==> config.mk <==
export PLATFORM = sky130hd
export DESIGN_NAME = gpcfg_top
export DESIGN_NICKNAME = d
export VERILOG_FILES = /design/src/shared/gpcfg_pkg.sv /design/src/design/gpcfg_top.sv /design/src/design/gpcfg_port.sv
export SDC_FILE = /design/constraint.sdc
export NUM_CORES = 1
export LEC_CHECK = 0
export ABC_AREA = 1
export BUFFER_PORTS_ARGS = -buffer_cell sky130_fd_sc_hd__buf_2
export CORE_UTILIZATION = 30
export CTS_CLUSTER_DIAMETER = 50
export DETAILED_ROUTE_END_ITERATION = 12
export PLACE_DENSITY = 0.49
export SLEW_MARGIN = 0
export SYNTH_ARGS = -nofsm -noshare
export SYNTH_HDL_FRONTEND = slang
export SYNTH_HIERARCHICAL = 1
export SYNTH_SLANG_ARGS = --single-unit
==> constraint.sdc <==
create_clock -name MCLK_IN -period 2.9 [get_ports MCLK_IN]
set_input_delay 0.725 -clock MCLK_IN [delete_from_list [all_inputs] [get_ports MCLK_IN]]
set_output_delay 0.725 -clock MCLK_IN [all_outputs]
set_load 0.05 [all_outputs]
==> src/shared/gpcfg_pkg.sv <==
// gpcfg_pkg: shared constants, decode and lane helpers for the port configuration block
package gpcfg_pkg;

   // ==========================================================
   // sizes
   localparam int NUM_PORTS = 4;
   localparam int PINS      = 8;
   localparam int SUB_COUNT = 8;
   localparam int ADDR_W    = 14;
   localparam int SUBS_W    = SUB_COUNT * PINS;

   // ==========================================================
   // register indexes (byte address is four times the index)
   localparam logic [11:0] ADDR_REG_IDX_BASE = 12'hfd0;
   localparam logic [11:0] CTL_REG_IDX_BASE  = 12'hfd1;
   localparam logic [11:0] PORT_STRIDE       = 12'h004;
   localparam logic [11:0] MAP_SPAN          = 12'h010;
   localparam logic [1:0]  KIND_ADDR         = 2'h0;
   localparam logic [1:0]  KIND_CTL          = 2'(CTL_REG_IDX_BASE - ADDR_REG_IDX_BASE);
   localparam logic [1:0]  WORD_ALIGNED      = 2'h0;

   // ==========================================================
   // sub-register select codes
   localparam logic [7:0] SEL_NONE  = 8'h00;
   localparam logic [7:0] SEL_DIR   = 8'h01;
   localparam logic [7:0] SEL_AFEN  = 8'h02;
   localparam logic [7:0] SEL_OD    = 8'h03;
   localparam logic [7:0] SEL_HDRV  = 8'h04;
   localparam logic [7:0] SEL_SWAKE = 8'h05;
   localparam logic [7:0] SEL_PULL  = 8'h06;
   localparam logic [7:0] SEL_AFS1  = 8'h07;
   localparam logic [7:0] SEL_AFS2  = 8'h08;
   localparam logic [7:0] SEL_FIRST = SEL_DIR;
   localparam logic [7:0] SEL_LAST  = SEL_AFS2;

   // lane of each sub-register inside the flat sub vector (code minus one)
   localparam int SUB_DIR   = 0;
   localparam int SUB_AFEN  = 1;
   localparam int SUB_OD    = 2;
   localparam int SUB_HDRV  = 3;
   localparam int SUB_SWAKE = 4;
   localparam int SUB_PULL  = 5;
   localparam int SUB_AFS1  = 6;
   localparam int SUB_AFS2  = 7;

   // ==========================================================
   // reset values
   localparam logic [7:0]  SEL_RESET       = SEL_NONE;
   localparam logic [7:0]  SUB_RESET       = 8'h00;
   localparam logic [7:0]  AFS2_RESET      = 8'h00;
   localparam logic [7:0]  AFS2_RESET_8PIN = 8'h04;
   localparam logic [31:0] RDATA_RESET     = 32'h0000_0000;

   typedef struct packed {
      logic       hit;
      logic       is_ctl;
      logic [1:0] port;
   } gpcfg_dec_type;

   // ==========================================================
   // helpers
   function automatic gpcfg_dec_type gpcfg_decode(input logic [ADDR_W-1:0] addr);
      logic [11:0]   off;
      gpcfg_dec_type d;
      off      = addr[ADDR_W-1:2] - ADDR_REG_IDX_BASE;
      d.port   = off[3:2];
      d.is_ctl = (off[1:0] == KIND_CTL);
      d.hit    = (addr[1:0] == WORD_ALIGNED) && (off < MAP_SPAN) &&
                 ((off[1:0] == KIND_ADDR) || (off[1:0] == KIND_CTL));
      return d;
   endfunction

   function automatic logic gpcfg_sel_valid(input logic [7:0] sel);
      return (sel >= SEL_FIRST) && (sel <= SEL_LAST);
   endfunction

   // byte of the selected sub-register, zero when nothing is selected
   function automatic logic [7:0] gpcfg_pick(input logic [SUBS_W-1:0] subs, input logic [7:0] sel);
      logic [2:0] lane;
      lane = 3'(sel - SEL_FIRST);
      return gpcfg_sel_valid(sel) ? subs[lane*PINS +: PINS] : SUB_RESET;
   endfunction

   // all-ones over the selected lane, zero when nothing is selected
   function automatic logic [SUBS_W-1:0] gpcfg_lane_mask(input logic [7:0] sel);
      logic [SUBS_W-1:0] m;
      logic [2:0]        lane;
      m    = '0;
      lane = 3'(sel - SEL_FIRST);
      if (gpcfg_sel_valid(sel)) begin
         m[lane*PINS +: PINS] = '1;
      end
      return m;
   endfunction

endpackage

==> src/design/gpcfg_top.sv <==
// gpcfg_top: APB slave giving indirect access to the configuration of four I/O ports
//
// Function
// - every port has an eight-bit read/write select register that picks the sub-register behind its control register.
// - a control register access touches only the sub-register picked by that port's select value.
// - select values zero and nine upward pick nothing, so control accesses then change no configuration.
// - select values one to eight pick direction, alt enable, open drain, high drive, stop wake, pull-up, set one, set two.
// - the select register resets to zero so nothing is reachable until software picks a sub-register.
// - the second alternate set holds one read/write bit per pin that helps choose the pin's alternate function.
// - the second alternate set resets to zero, except four on the first port of the eight-pin variant.
// - a pin takes its chosen alternate function only while its alternate enable bit is also set.
// - the first alternate set holds one bit per pin that together with the set two bit picks the function.
//
// Added by the designer: the APB register port.
module gpcfg_top
   import gpcfg_pkg::*;
#(
   parameter bit EIGHT_PIN_VARIANT = 1'b0
) (
   input  wire logic                      MCLK_IN,
   input  wire logic                      RESET_N_IN,
   input  wire logic                      PSEL_IN,
   input  wire logic                      PENABLE_IN,
   input  wire logic                      PWRITE_IN,
   input  wire logic [ADDR_W-1:0]         PADDR_IN,
   input  wire logic [31:0]               PWDATA_IN,
   input  wire logic [3:0]                PSTRB_IN,
   output logic      [31:0]               PRDATA_OUT,
   output logic                           PREADY_OUT,
   output logic                           PSLVERR_OUT,
   output logic      [NUM_PORTS*PINS-1:0] PORT_DIR_OUT,
   output logic      [NUM_PORTS*PINS-1:0] PORT_ALT_EN_OUT,
   output logic      [NUM_PORTS*PINS-1:0] PORT_OPEN_DRAIN_OUT,
   output logic      [NUM_PORTS*PINS-1:0] PORT_HIGH_DRIVE_OUT,
   output logic      [NUM_PORTS*PINS-1:0] PORT_STOP_WAKE_OUT,
   output logic      [NUM_PORTS*PINS-1:0] PORT_PULLUP_OUT,
   output logic      [NUM_PORTS*PINS-1:0] PORT_ALT_FUNCTION_SET_ONE_BITS_OUT,
   output logic      [NUM_PORTS*PINS-1:0] PORT_ALT_FUNCTION_SET_TWO_BITS_OUT,
   output logic      [NUM_PORTS*PINS-1:0] PIN_ALT_ACTIVE_OUT,
   output logic      [2*NUM_PORTS*PINS-1:0] PIN_ALT_CODE_OUT
);

   // ==========================================================
   // bus phase decode
   gpcfg_dec_type     dec;
   logic              setup;
   logic              access_wr;
   logic [NUM_PORTS-1:0] sel_wr;
   logic [NUM_PORTS-1:0] ctl_wr;
   logic [7:0]        port_sel   [NUM_PORTS];
   logic [7:0]        port_rdata [NUM_PORTS];
   logic [SUBS_W-1:0] port_subs  [NUM_PORTS];
   logic [31:0]       prdata_q;
   logic [31:0]       prdata_d;
   logic              slverr_q;
   logic              slverr_d;

   // the address decode is shared by the setup capture and the write strobe
   assign dec       = gpcfg_decode(PADDR_IN);
   assign setup     = PSEL_IN && !PENABLE_IN;
   // only the low byte lane carries register data, so it gates every write
   assign access_wr = PSEL_IN && PENABLE_IN && PWRITE_IN && PSTRB_IN[0] && dec.hit;

   // per-port strobes, one cycle wide at the completing access edge
   always_comb begin
      for (int p = 0; p < NUM_PORTS; p++) begin
         sel_wr[p] = access_wr && !dec.is_ctl && (dec.port == 2'(p));
         ctl_wr[p] = access_wr &&  dec.is_ctl && (dec.port == 2'(p));
      end
   end

   // ==========================================================
   // port banks
   for (genvar p = 0; p < NUM_PORTS; p++) begin : g_port
      // the eight-pin part only has the first port with a non-zero set two reset
      localparam logic [7:0] AFS2_RST = (EIGHT_PIN_VARIANT && (p == 0)) ? AFS2_RESET_8PIN : AFS2_RESET;

      gpcfg_port #(
         .AFS2_RST       (AFS2_RST)
      ) u_port (
         .clk_in         (MCLK_IN),
         .rst_n_in       (RESET_N_IN),
         .sel_wr_in      (sel_wr[p]),
         .ctl_wr_in      (ctl_wr[p]),
         .wdata_in       (PWDATA_IN[7:0]),
         .sel_out        (port_sel[p]),
         .ctl_rdata_out  (port_rdata[p]),
         .subs_out       (port_subs[p]),
         .alt_active_out (PIN_ALT_ACTIVE_OUT[p*PINS +: PINS]),
         .alt_code_out   (PIN_ALT_CODE_OUT[2*p*PINS +: 2*PINS])
      );

      // configuration buses straight from the bank flops
      assign PORT_DIR_OUT[p*PINS +: PINS]        = port_subs[p][SUB_DIR*PINS +: PINS];
      assign PORT_ALT_EN_OUT[p*PINS +: PINS]     = port_subs[p][SUB_AFEN*PINS +: PINS];
      assign PORT_OPEN_DRAIN_OUT[p*PINS +: PINS] = port_subs[p][SUB_OD*PINS +: PINS];
      assign PORT_HIGH_DRIVE_OUT[p*PINS +: PINS] = port_subs[p][SUB_HDRV*PINS +: PINS];
      assign PORT_STOP_WAKE_OUT[p*PINS +: PINS]  = port_subs[p][SUB_SWAKE*PINS +: PINS];
      assign PORT_PULLUP_OUT[p*PINS +: PINS]     = port_subs[p][SUB_PULL*PINS +: PINS];
      assign PORT_ALT_FUNCTION_SET_ONE_BITS_OUT[p*PINS +: PINS] = port_subs[p][SUB_AFS1*PINS +: PINS];
      assign PORT_ALT_FUNCTION_SET_TWO_BITS_OUT[p*PINS +: PINS] = port_subs[p][SUB_AFS2*PINS +: PINS];
   end

   // ==========================================================
   // read data and error are captured in the setup phase
   // reads have no side effects, so sampling one cycle early is safe
   always_comb begin
      prdata_d = prdata_q;
      slverr_d = slverr_q;
      if (setup) begin
         slverr_d = !dec.hit;
         prdata_d = RDATA_RESET;
         if (dec.hit && !PWRITE_IN) begin
            if (dec.is_ctl) begin
               prdata_d[7:0] = port_rdata[dec.port];
            end else begin
               prdata_d[7:0] = port_sel[dec.port];
            end
         end
      end
   end

   always_ff @(posedge MCLK_IN or negedge RESET_N_IN) begin
      if (!RESET_N_IN) begin
         prdata_q <= RDATA_RESET;
         slverr_q <= 1'b0;
      end else begin
         prdata_q <= prdata_d;
         slverr_q <= slverr_d;
      end
   end

   // zero wait states: every access phase completes at its first edge
   assign PREADY_OUT  = 1'b1;
   assign PRDATA_OUT  = prdata_q;
   assign PSLVERR_OUT = slverr_q && PSEL_IN && PENABLE_IN;

   for (genvar p = 0; p < NUM_PORTS; p++) begin : g_chk
      localparam logic [7:0] EXP_AFS2 = (EIGHT_PIN_VARIANT && (p == 0)) ? AFS2_RESET_8PIN : AFS2_RESET;

   end
endmodule

==> src/design/gpcfg_port.sv <==
// gpcfg_port: one port's select register and its bank of configuration sub-registers
module gpcfg_port
   import gpcfg_pkg::*;
#(
   parameter logic [7:0] AFS2_RST = AFS2_RESET
) (
   input  wire logic              clk_in,
   input  wire logic              rst_n_in,
   input  wire logic              sel_wr_in,
   input  wire logic              ctl_wr_in,
   input  wire logic [7:0]        wdata_in,
   output logic      [7:0]        sel_out,
   output logic      [7:0]        ctl_rdata_out,
   output logic      [SUBS_W-1:0] subs_out,
   output logic      [PINS-1:0]   alt_active_out,
   output logic      [2*PINS-1:0] alt_code_out
);

   logic [7:0]  sel_q;
   logic [7:0]  sel_d;
   logic [7:0]  sub_q [SUB_COUNT];
   logic [7:0]  sub_d [SUB_COUNT];
   logic [2:0]  lane;

   // ==========================================================
   // next state: select register and the one selected sub-register
   always_comb begin
      sel_d = sel_q;
      sub_d = sub_q;
      lane  = 3'(sel_q - SEL_FIRST);
      if (sel_wr_in) begin
         sel_d = wdata_in;
      end
      // codes outside one..eight leave the bank alone
      if (ctl_wr_in && gpcfg_sel_valid(sel_q)) begin
         sub_d[lane] = wdata_in;
      end
   end

   // ==========================================================
   // state registers; set two has a package dependent reset
   always_ff @(posedge clk_in or negedge rst_n_in) begin
      if (!rst_n_in) begin
         sel_q <= SEL_RESET;
         for (int i = 0; i < SUB_COUNT; i++) begin
            sub_q[i] <= (i == SUB_AFS2) ? AFS2_RST : SUB_RESET;
         end
      end else begin
         sel_q <= sel_d;
         sub_q <= sub_d;
      end
   end

   // ==========================================================
   // flatten the bank for readback and pin control
   always_comb begin
      for (int i = 0; i < SUB_COUNT; i++) begin
         subs_out[i*PINS +: PINS] = sub_q[i];
      end
   end

   assign sel_out       = sel_q;
   assign ctl_rdata_out = gpcfg_pick(subs_out, sel_q);

   // ==========================================================
   // a pin only follows the set bits while its enable bit is on
   always_comb begin
      for (int b = 0; b < PINS; b++) begin
         alt_active_out[b]       = sub_q[SUB_AFEN][b];
         alt_code_out[2*b +: 2]  = sub_q[SUB_AFEN][b] ?
                                   {sub_q[SUB_AFS2][b], sub_q[SUB_AFS1][b]} : 2'b00;
      end
   end

endmodule

# ---- Word level (Yosys, flattened, before mapping)
# Cells that the tools add are included.
dict set report op_classes {
  addsub 5
  n_lt_le_gt_ge 18
  eq_ne 4
  shift 4
  mux 56
  n_bitwise 5
  n_reduce_logical 40
}
# cell count
set op_table {}
lappend op_table {{64-bit bitwise mux} 4}
lappend op_table {{64-bit by 7-bit variable part select with 8-bit output} 4}
lappend op_table {{8-bit two-way mux} 14}
lappend op_table {{8-bit demux with 3-bit select} 4}
lappend op_table {{2-bit two-way mux} 32}
lappend op_table {{8-bit binary-select mux with 2-bit select} 2}
lappend op_table {{8-bit by 1-bit greater-or-equal comparator with 1-bit output (second input constant)} 4}
lappend op_table {{8-bit by 4-bit <= comparator with 1-bit output (second input constant)} 4}
lappend op_table {{1-bit logical AND} 32}
lappend op_table {{4-bit greater-or-equal comparator (second input constant)} 4}
lappend op_table {{4-bit by 1-bit < comparator with 1-bit output (second input constant)} 4}
lappend op_table {{3-bit inverter with 4-bit output} 4}
lappend op_table {{12-bit by 5-bit < comparator with 1-bit output (second input constant)} 1}
lappend op_table {{12-bit subtractor (second input constant)} 1}
lappend op_table {{3-bit by 1-bit subtractor with 3-bit output (second input constant)} 4}
lappend op_table {{2-bit logical NOT} 3}
lappend op_table {{2-bit by 1-bit equality test with 1-bit output (second input constant)} 2}
lappend op_table {{2-bit equality test (second input constant)} 2}
lappend op_table {{1-bit logical NOT} 4}
lappend op_table {{3-bit greater-or-equal comparator (second input constant)} 1}
lappend op_table {{2-bit inverter with 3-bit output} 1}
lappend op_table {{1-bit logical OR} 1}
dict set report word_totals {
  regBits 297
  inputBits 55
  out_inout_bits 386
  word_cells 170
}

# ---- Depth between registers and ports, before layout
dict set report depth {
  word_depth 8
  ltp_mapped 21
  depth_no_buf 17
}

# ---- Cells and area by module
# Netlist, hierarchy kept.
# mod n_inst cells_each area_each_um2 seq_area_each_um2
set by_module_without_submodules {}
lappend by_module_without_submodules {{gpcfg_port (g_port[0].u_port ...)} 3 537 3932.5 1801.7}
lappend by_module_without_submodules {{gpcfg_port (g_port[3].u_port)} 1 537 3961.3 1801.7}
lappend by_module_without_submodules {gpcfg_top 1 328 1719.1 225.2}

# ---- Worst setup path after synthesis
# Ideal clock, no wire load.
dict set report synth_path {
  kind {reg2reg}
  startpoint {register g_port[0].u_port.sel_q[0]}
  endpoint {register prdata_q[5] (netlist: PRDATA_OUT[5])}
  setup_ns 0.118
  arrival_time_ns 2.260
  t_required_ns 2.782
  setup_slack_ns 0.523
  path_stages_with_launch 21
  path_buffers 5
  synth_period_minus_slack_ns 2.377
  path_cell_list {dfrtp_1 > buf_6 > inv_2 > buf_6 > buf_4 > ha_1 > buf_2 > clkbuf_1 > o21ai_0 > nand2_1 > nand2_1 > nand2_1 > nor2_1 > inv_1 > nand2_2 > nand2_1 > nand2_1 > nand2_1 > nand2_1 > nand3_1 > nand2_1}
}
# element line
set synth_lines {}
lappend synth_lines {{from (decl)} gpcfg_port.sv:19} ;# logic [7:0] sel_q;
lappend synth_lines {{from (signal assigned)} gpcfg_port.sv:49} ;# sel_q <= sel_d;
lappend synth_lines {{to (signal assigned)} gpcfg_top.sv:128} ;# prdata_q <= prdata_d;
lappend synth_lines {{to (decl)} gpcfg_top.sv:53} ;# logic [31:0] prdata_q;

==> metrics.md <==
| Metric | Value |
|---|---|
| Outcome | `complete, no violations` |
| Final Hold Vio Count | `0` |
| Vias per inst | `4.72` |
| Clk pin slew, worst setup/hold paths | `0.06 ns` |
| CP most frequent cell | `nand2_1` |
| Die Ht | `243 µm` |
| Vias after detailed routing | `17100` |
| # port buffers | `388` |
| All-Layer GR Usage | `0.218` |
| Initial DRC Count | `1110` |
| Clk buf depth | `3` |
| Delay-heaviest family, CP | `simple AND/OR/NAND/NOR gates` |
| DIE AREA | `59200 µm²` |
| Rel. slew slack | `0.528` |
| Routed Antenna Nets | `0` |
| Leak | `0.0132 µW` |
| CTS tree | `yes` |
| Total Wirelength | `65800 µm` |
| FF-to-FF End | `PRDATA_OUT[3]$_DFFE_PN0P_` |
| Die extent in x | `243 µm` |
| Max cap viols | `0` |
| Setup repair bufs after CTS | `0` |
| Synthesized area | `17500 µm²` |
| F_max | `381 MHz` |
| GR Overflow Total | `0` |
| Total CTS buffers | `45` |
| First-pass GRT wire length | `99400 µm` |
| Startpoint types | `flip-flop` |
| Hold Buf Count CTS | `0` |
| DRC violations left | `0` |
| Final Slew Violations | `0` |
| Sequential element share of the synthesized area | `0.425` |
| HP Class | `primary input to asynchronous set/reset pin` |
| Site Rows | `88` |
| Fin cells | `3613` |
| Worst Reg-to-Reg Cells | `16` |
| Fillcell total | `6129` |
| Place WS | `0.297 ns` |
| Area Growth Syn to Fin | `23.8%` |
| Reg-to-Reg Start | `g_port[0].u_port/sel_out[1]$_DFFE_PN0P_` |
| Largest net degree at the start of global routing | `61` |
| Syn avg cell area | `7.06 µm²` |
| Number of flops mapped to enable cells by yosys | `0` |
| Ys flop type | `dfrtp_1` |
| CP max stage delay | `0.45 ns` |
| Final net count | `2879` |
| Sink Count | `297` |
| Maximum VDD drop | `0.385 mV` |
| Largest cells by area after synthesis | `dfrtp_1, nand2_1, nand3_1` |
| Min Tclk post-route | `2.62 ns` |
| Post-synthesis instance total | `2476` |
| Setup crit end kind | `flip-flop` |
| Yosys reg bits | `297` |
| R2R setup slack | `0.28 ns` |
| WP data required | `3.39 ns` |
| CP arrival | `3.12 ns` |
| Ys async rst share | `1.00` |
| Buf/Inv on CP | `3` |
| Setup violations, final | `0` |
| Top cell type's share of synthesized area | `0.425` |
| Number of global-route vias before repair | `16200` |
| Unrepaired setup endpoints after global routing | `false` |
| Initial antenna violation count | `1` |
| # IOs | `441` |
| Final worst path period share | `0.905` |
| Clk_skew | `0.0236 ns` |
| Post-Place Cells | `3530` |
| H-tree lvl count | `2` |
| Crit path kind | `flip-flop to flip-flop` |
| Setup ws final | `0.276 ns` |
| Share of cells above drive strength 1 | `0.226` |
| Initial Util | `0.304` |
| Core Area | `57600 µm²` |
| Drt pass-1 iters | `5` |
| Cell variety after synth | `28` |
| Worst-path cell chain | `inv_1 -> ha_1 -> clkinv_1 -> o21ai_0 -> nand2_1 -> nand2_1 -> nand2_1 -> nor2_1 -> inv_1 -> nand2_2 -> nand2_1 -> nand2_1 -> nand2_1 -> nand2_1 -> nand3_1 -> nand2_1` |
| Post-DP HPWL | `45800 µm` |
| Syn. warnings | `6` |
| Max Fanout on Critical Path | `18` |
| Root buffer cell | `clkbuf_16` |
| Final Wtd Congestion | `0.854` |
| Post-CTS Resized | `0` |
| Design Power | `10600 µW` |
| Cell taking the most area after synthesis | `dfrtp_1` |
| Worst-skew pair later-pin latency | `0.57 ns` |
| Avg WL per Cell | `18.2 µm` |
| Pwr per Cell Area | `489 nW/µm²` |
| Worst Tran Pin Value | `0.707 ns` |
| Setup TNS | `0 ns` |
| Crit-path slowest cell | `clkinv_1` |
==> flip-flops by register name, summed over array words and instances (netlist names) <==
name	flops
PRDATA_OUT	8
g_port.u_port/sel_out	32
slverr_q	1
g_port.u_port/alt_active_out	32
g_port.u_port/subs_out	224
==> cell usage in the layout (no fill, tap or decap), drive strengths merged <==
cell      instances
buf             449
bufinv            7
clkbuf           61
clkinv            9
clkinvlp          2
conb             25
dfrtp           297
diode             1
ha               12
inv             178
mux2              4
nand2          1021
nand3           271
nand3b            2
nor2            336
nor3             16
o21ai           157
==> power by group <==
group	internal, µW	total [µW]	switching, µW
registers	4150	4150	0.549
logic	75.7	451	375
clock network	3860	5970	2110
total	8080	10600	2490
==> cells in the mapped netlist (5+ instances only) <==
cell and number:
nor2_8 5, buf_6 15, o21ai_0 157, nor3_4 16, clkbuf_1 47, nand3_1 266
buf_2 40, nor2_2 21, dfrtp_1 297, nand2_1 972, inv_1 159, inv_2 10
nor2_1 309, nand2_4 28, nand2_2 21, ha_1 12, buf_4 78
==> per-layer routing <==
layer / vias up / GRT usage / share of wire
li1: 8291 / - / -
met1: 8181 / 0.298 / 0.44
met2: 498 / 0.358 / 0.48
met3: 80 / 0.0362 / 0.058
met4: 2 / 0.0514 / 0.017
met5: - / 0 / 0.00020
==> worst max-delay path by stage <==
stage,from,to,slack [ns],cells after the start
2_1_floorplan,g_port[0].u_port/sel_out[0]$_DFFE_PN0P_,PRDATA_OUT[5]$_DFFE_PN0P_,0.52,20
3_3_place_gp,PADDR_IN[7],g_port[1].u_port/subs_out[37]$_DFFE_PN0P_,0.32,13
3_5_place_dp,PADDR_IN[7],g_port[2].u_port/subs_out[32]$_DFFE_PN0P_,0.30,13
4_1_cts,g_port[0].u_port/sel_out[1]$_DFFE_PN0P_,PRDATA_OUT[1]$_DFFE_PN0P_,0.30,16
5_1_grt,g_port[0].u_port/sel_out[1]$_DFFE_PN0P_,PRDATA_OUT[2]$_DFFE_PN0P_,0.02,16
6_report,g_port[0].u_port/sel_out[1]$_DFFE_PN0P_,PRDATA_OUT[3]$_DFFE_PN0P_,0.28,16
==> logic make-up (layout without fill, tap and decap cells) <==
| family | after synthesis | in the layout | share of synthesized area |
|---|---|---|---|
| adder cells (fa/ha/maj) | 12 | 12 | 0.00859 |
| multiplexers | 4 | 4 | 0.00258 |
| other | 2 | 26 | 0.000430 |
| AND/OR/NAND/NOR | 1646 | 1646 | 0.412 |
| AO/OA/AOI/OAI | 157 | 157 | 0.0450 |
| buffers and inverters | 358 | 706 | 0.106 |
| flip-flops | 297 | 297 | 0.425 |
==> cell type report <==
type	instances	area, µm²	share of cell area
Antenna cell	1	2.50	0.000116
Multi-Input combinational cell	1844	8280	0.383
Inverter	175	667	0.0308
Tap cell	765	957	0.0442
Timing Repair Buffer	449	2640	0.122
Clock buffer	61	1330	0.0614
Clock inverter	21	328	0.0152
Sequential cell	297	7430	0.344
==> metrics by stage <==
stage	util	hold slack [ns]	cell area (µm²)
after CTS	0.376	0.114	21600
after detailed placement	0.347	0.469	20000
final	0.376	0.111	21600
after global placement	0.347	0.468	20000
after global routing	0.376	0.110	21600
after floorplan	-	0.429	17600
No activity file was read; power rests on OpenSTA's default activity.
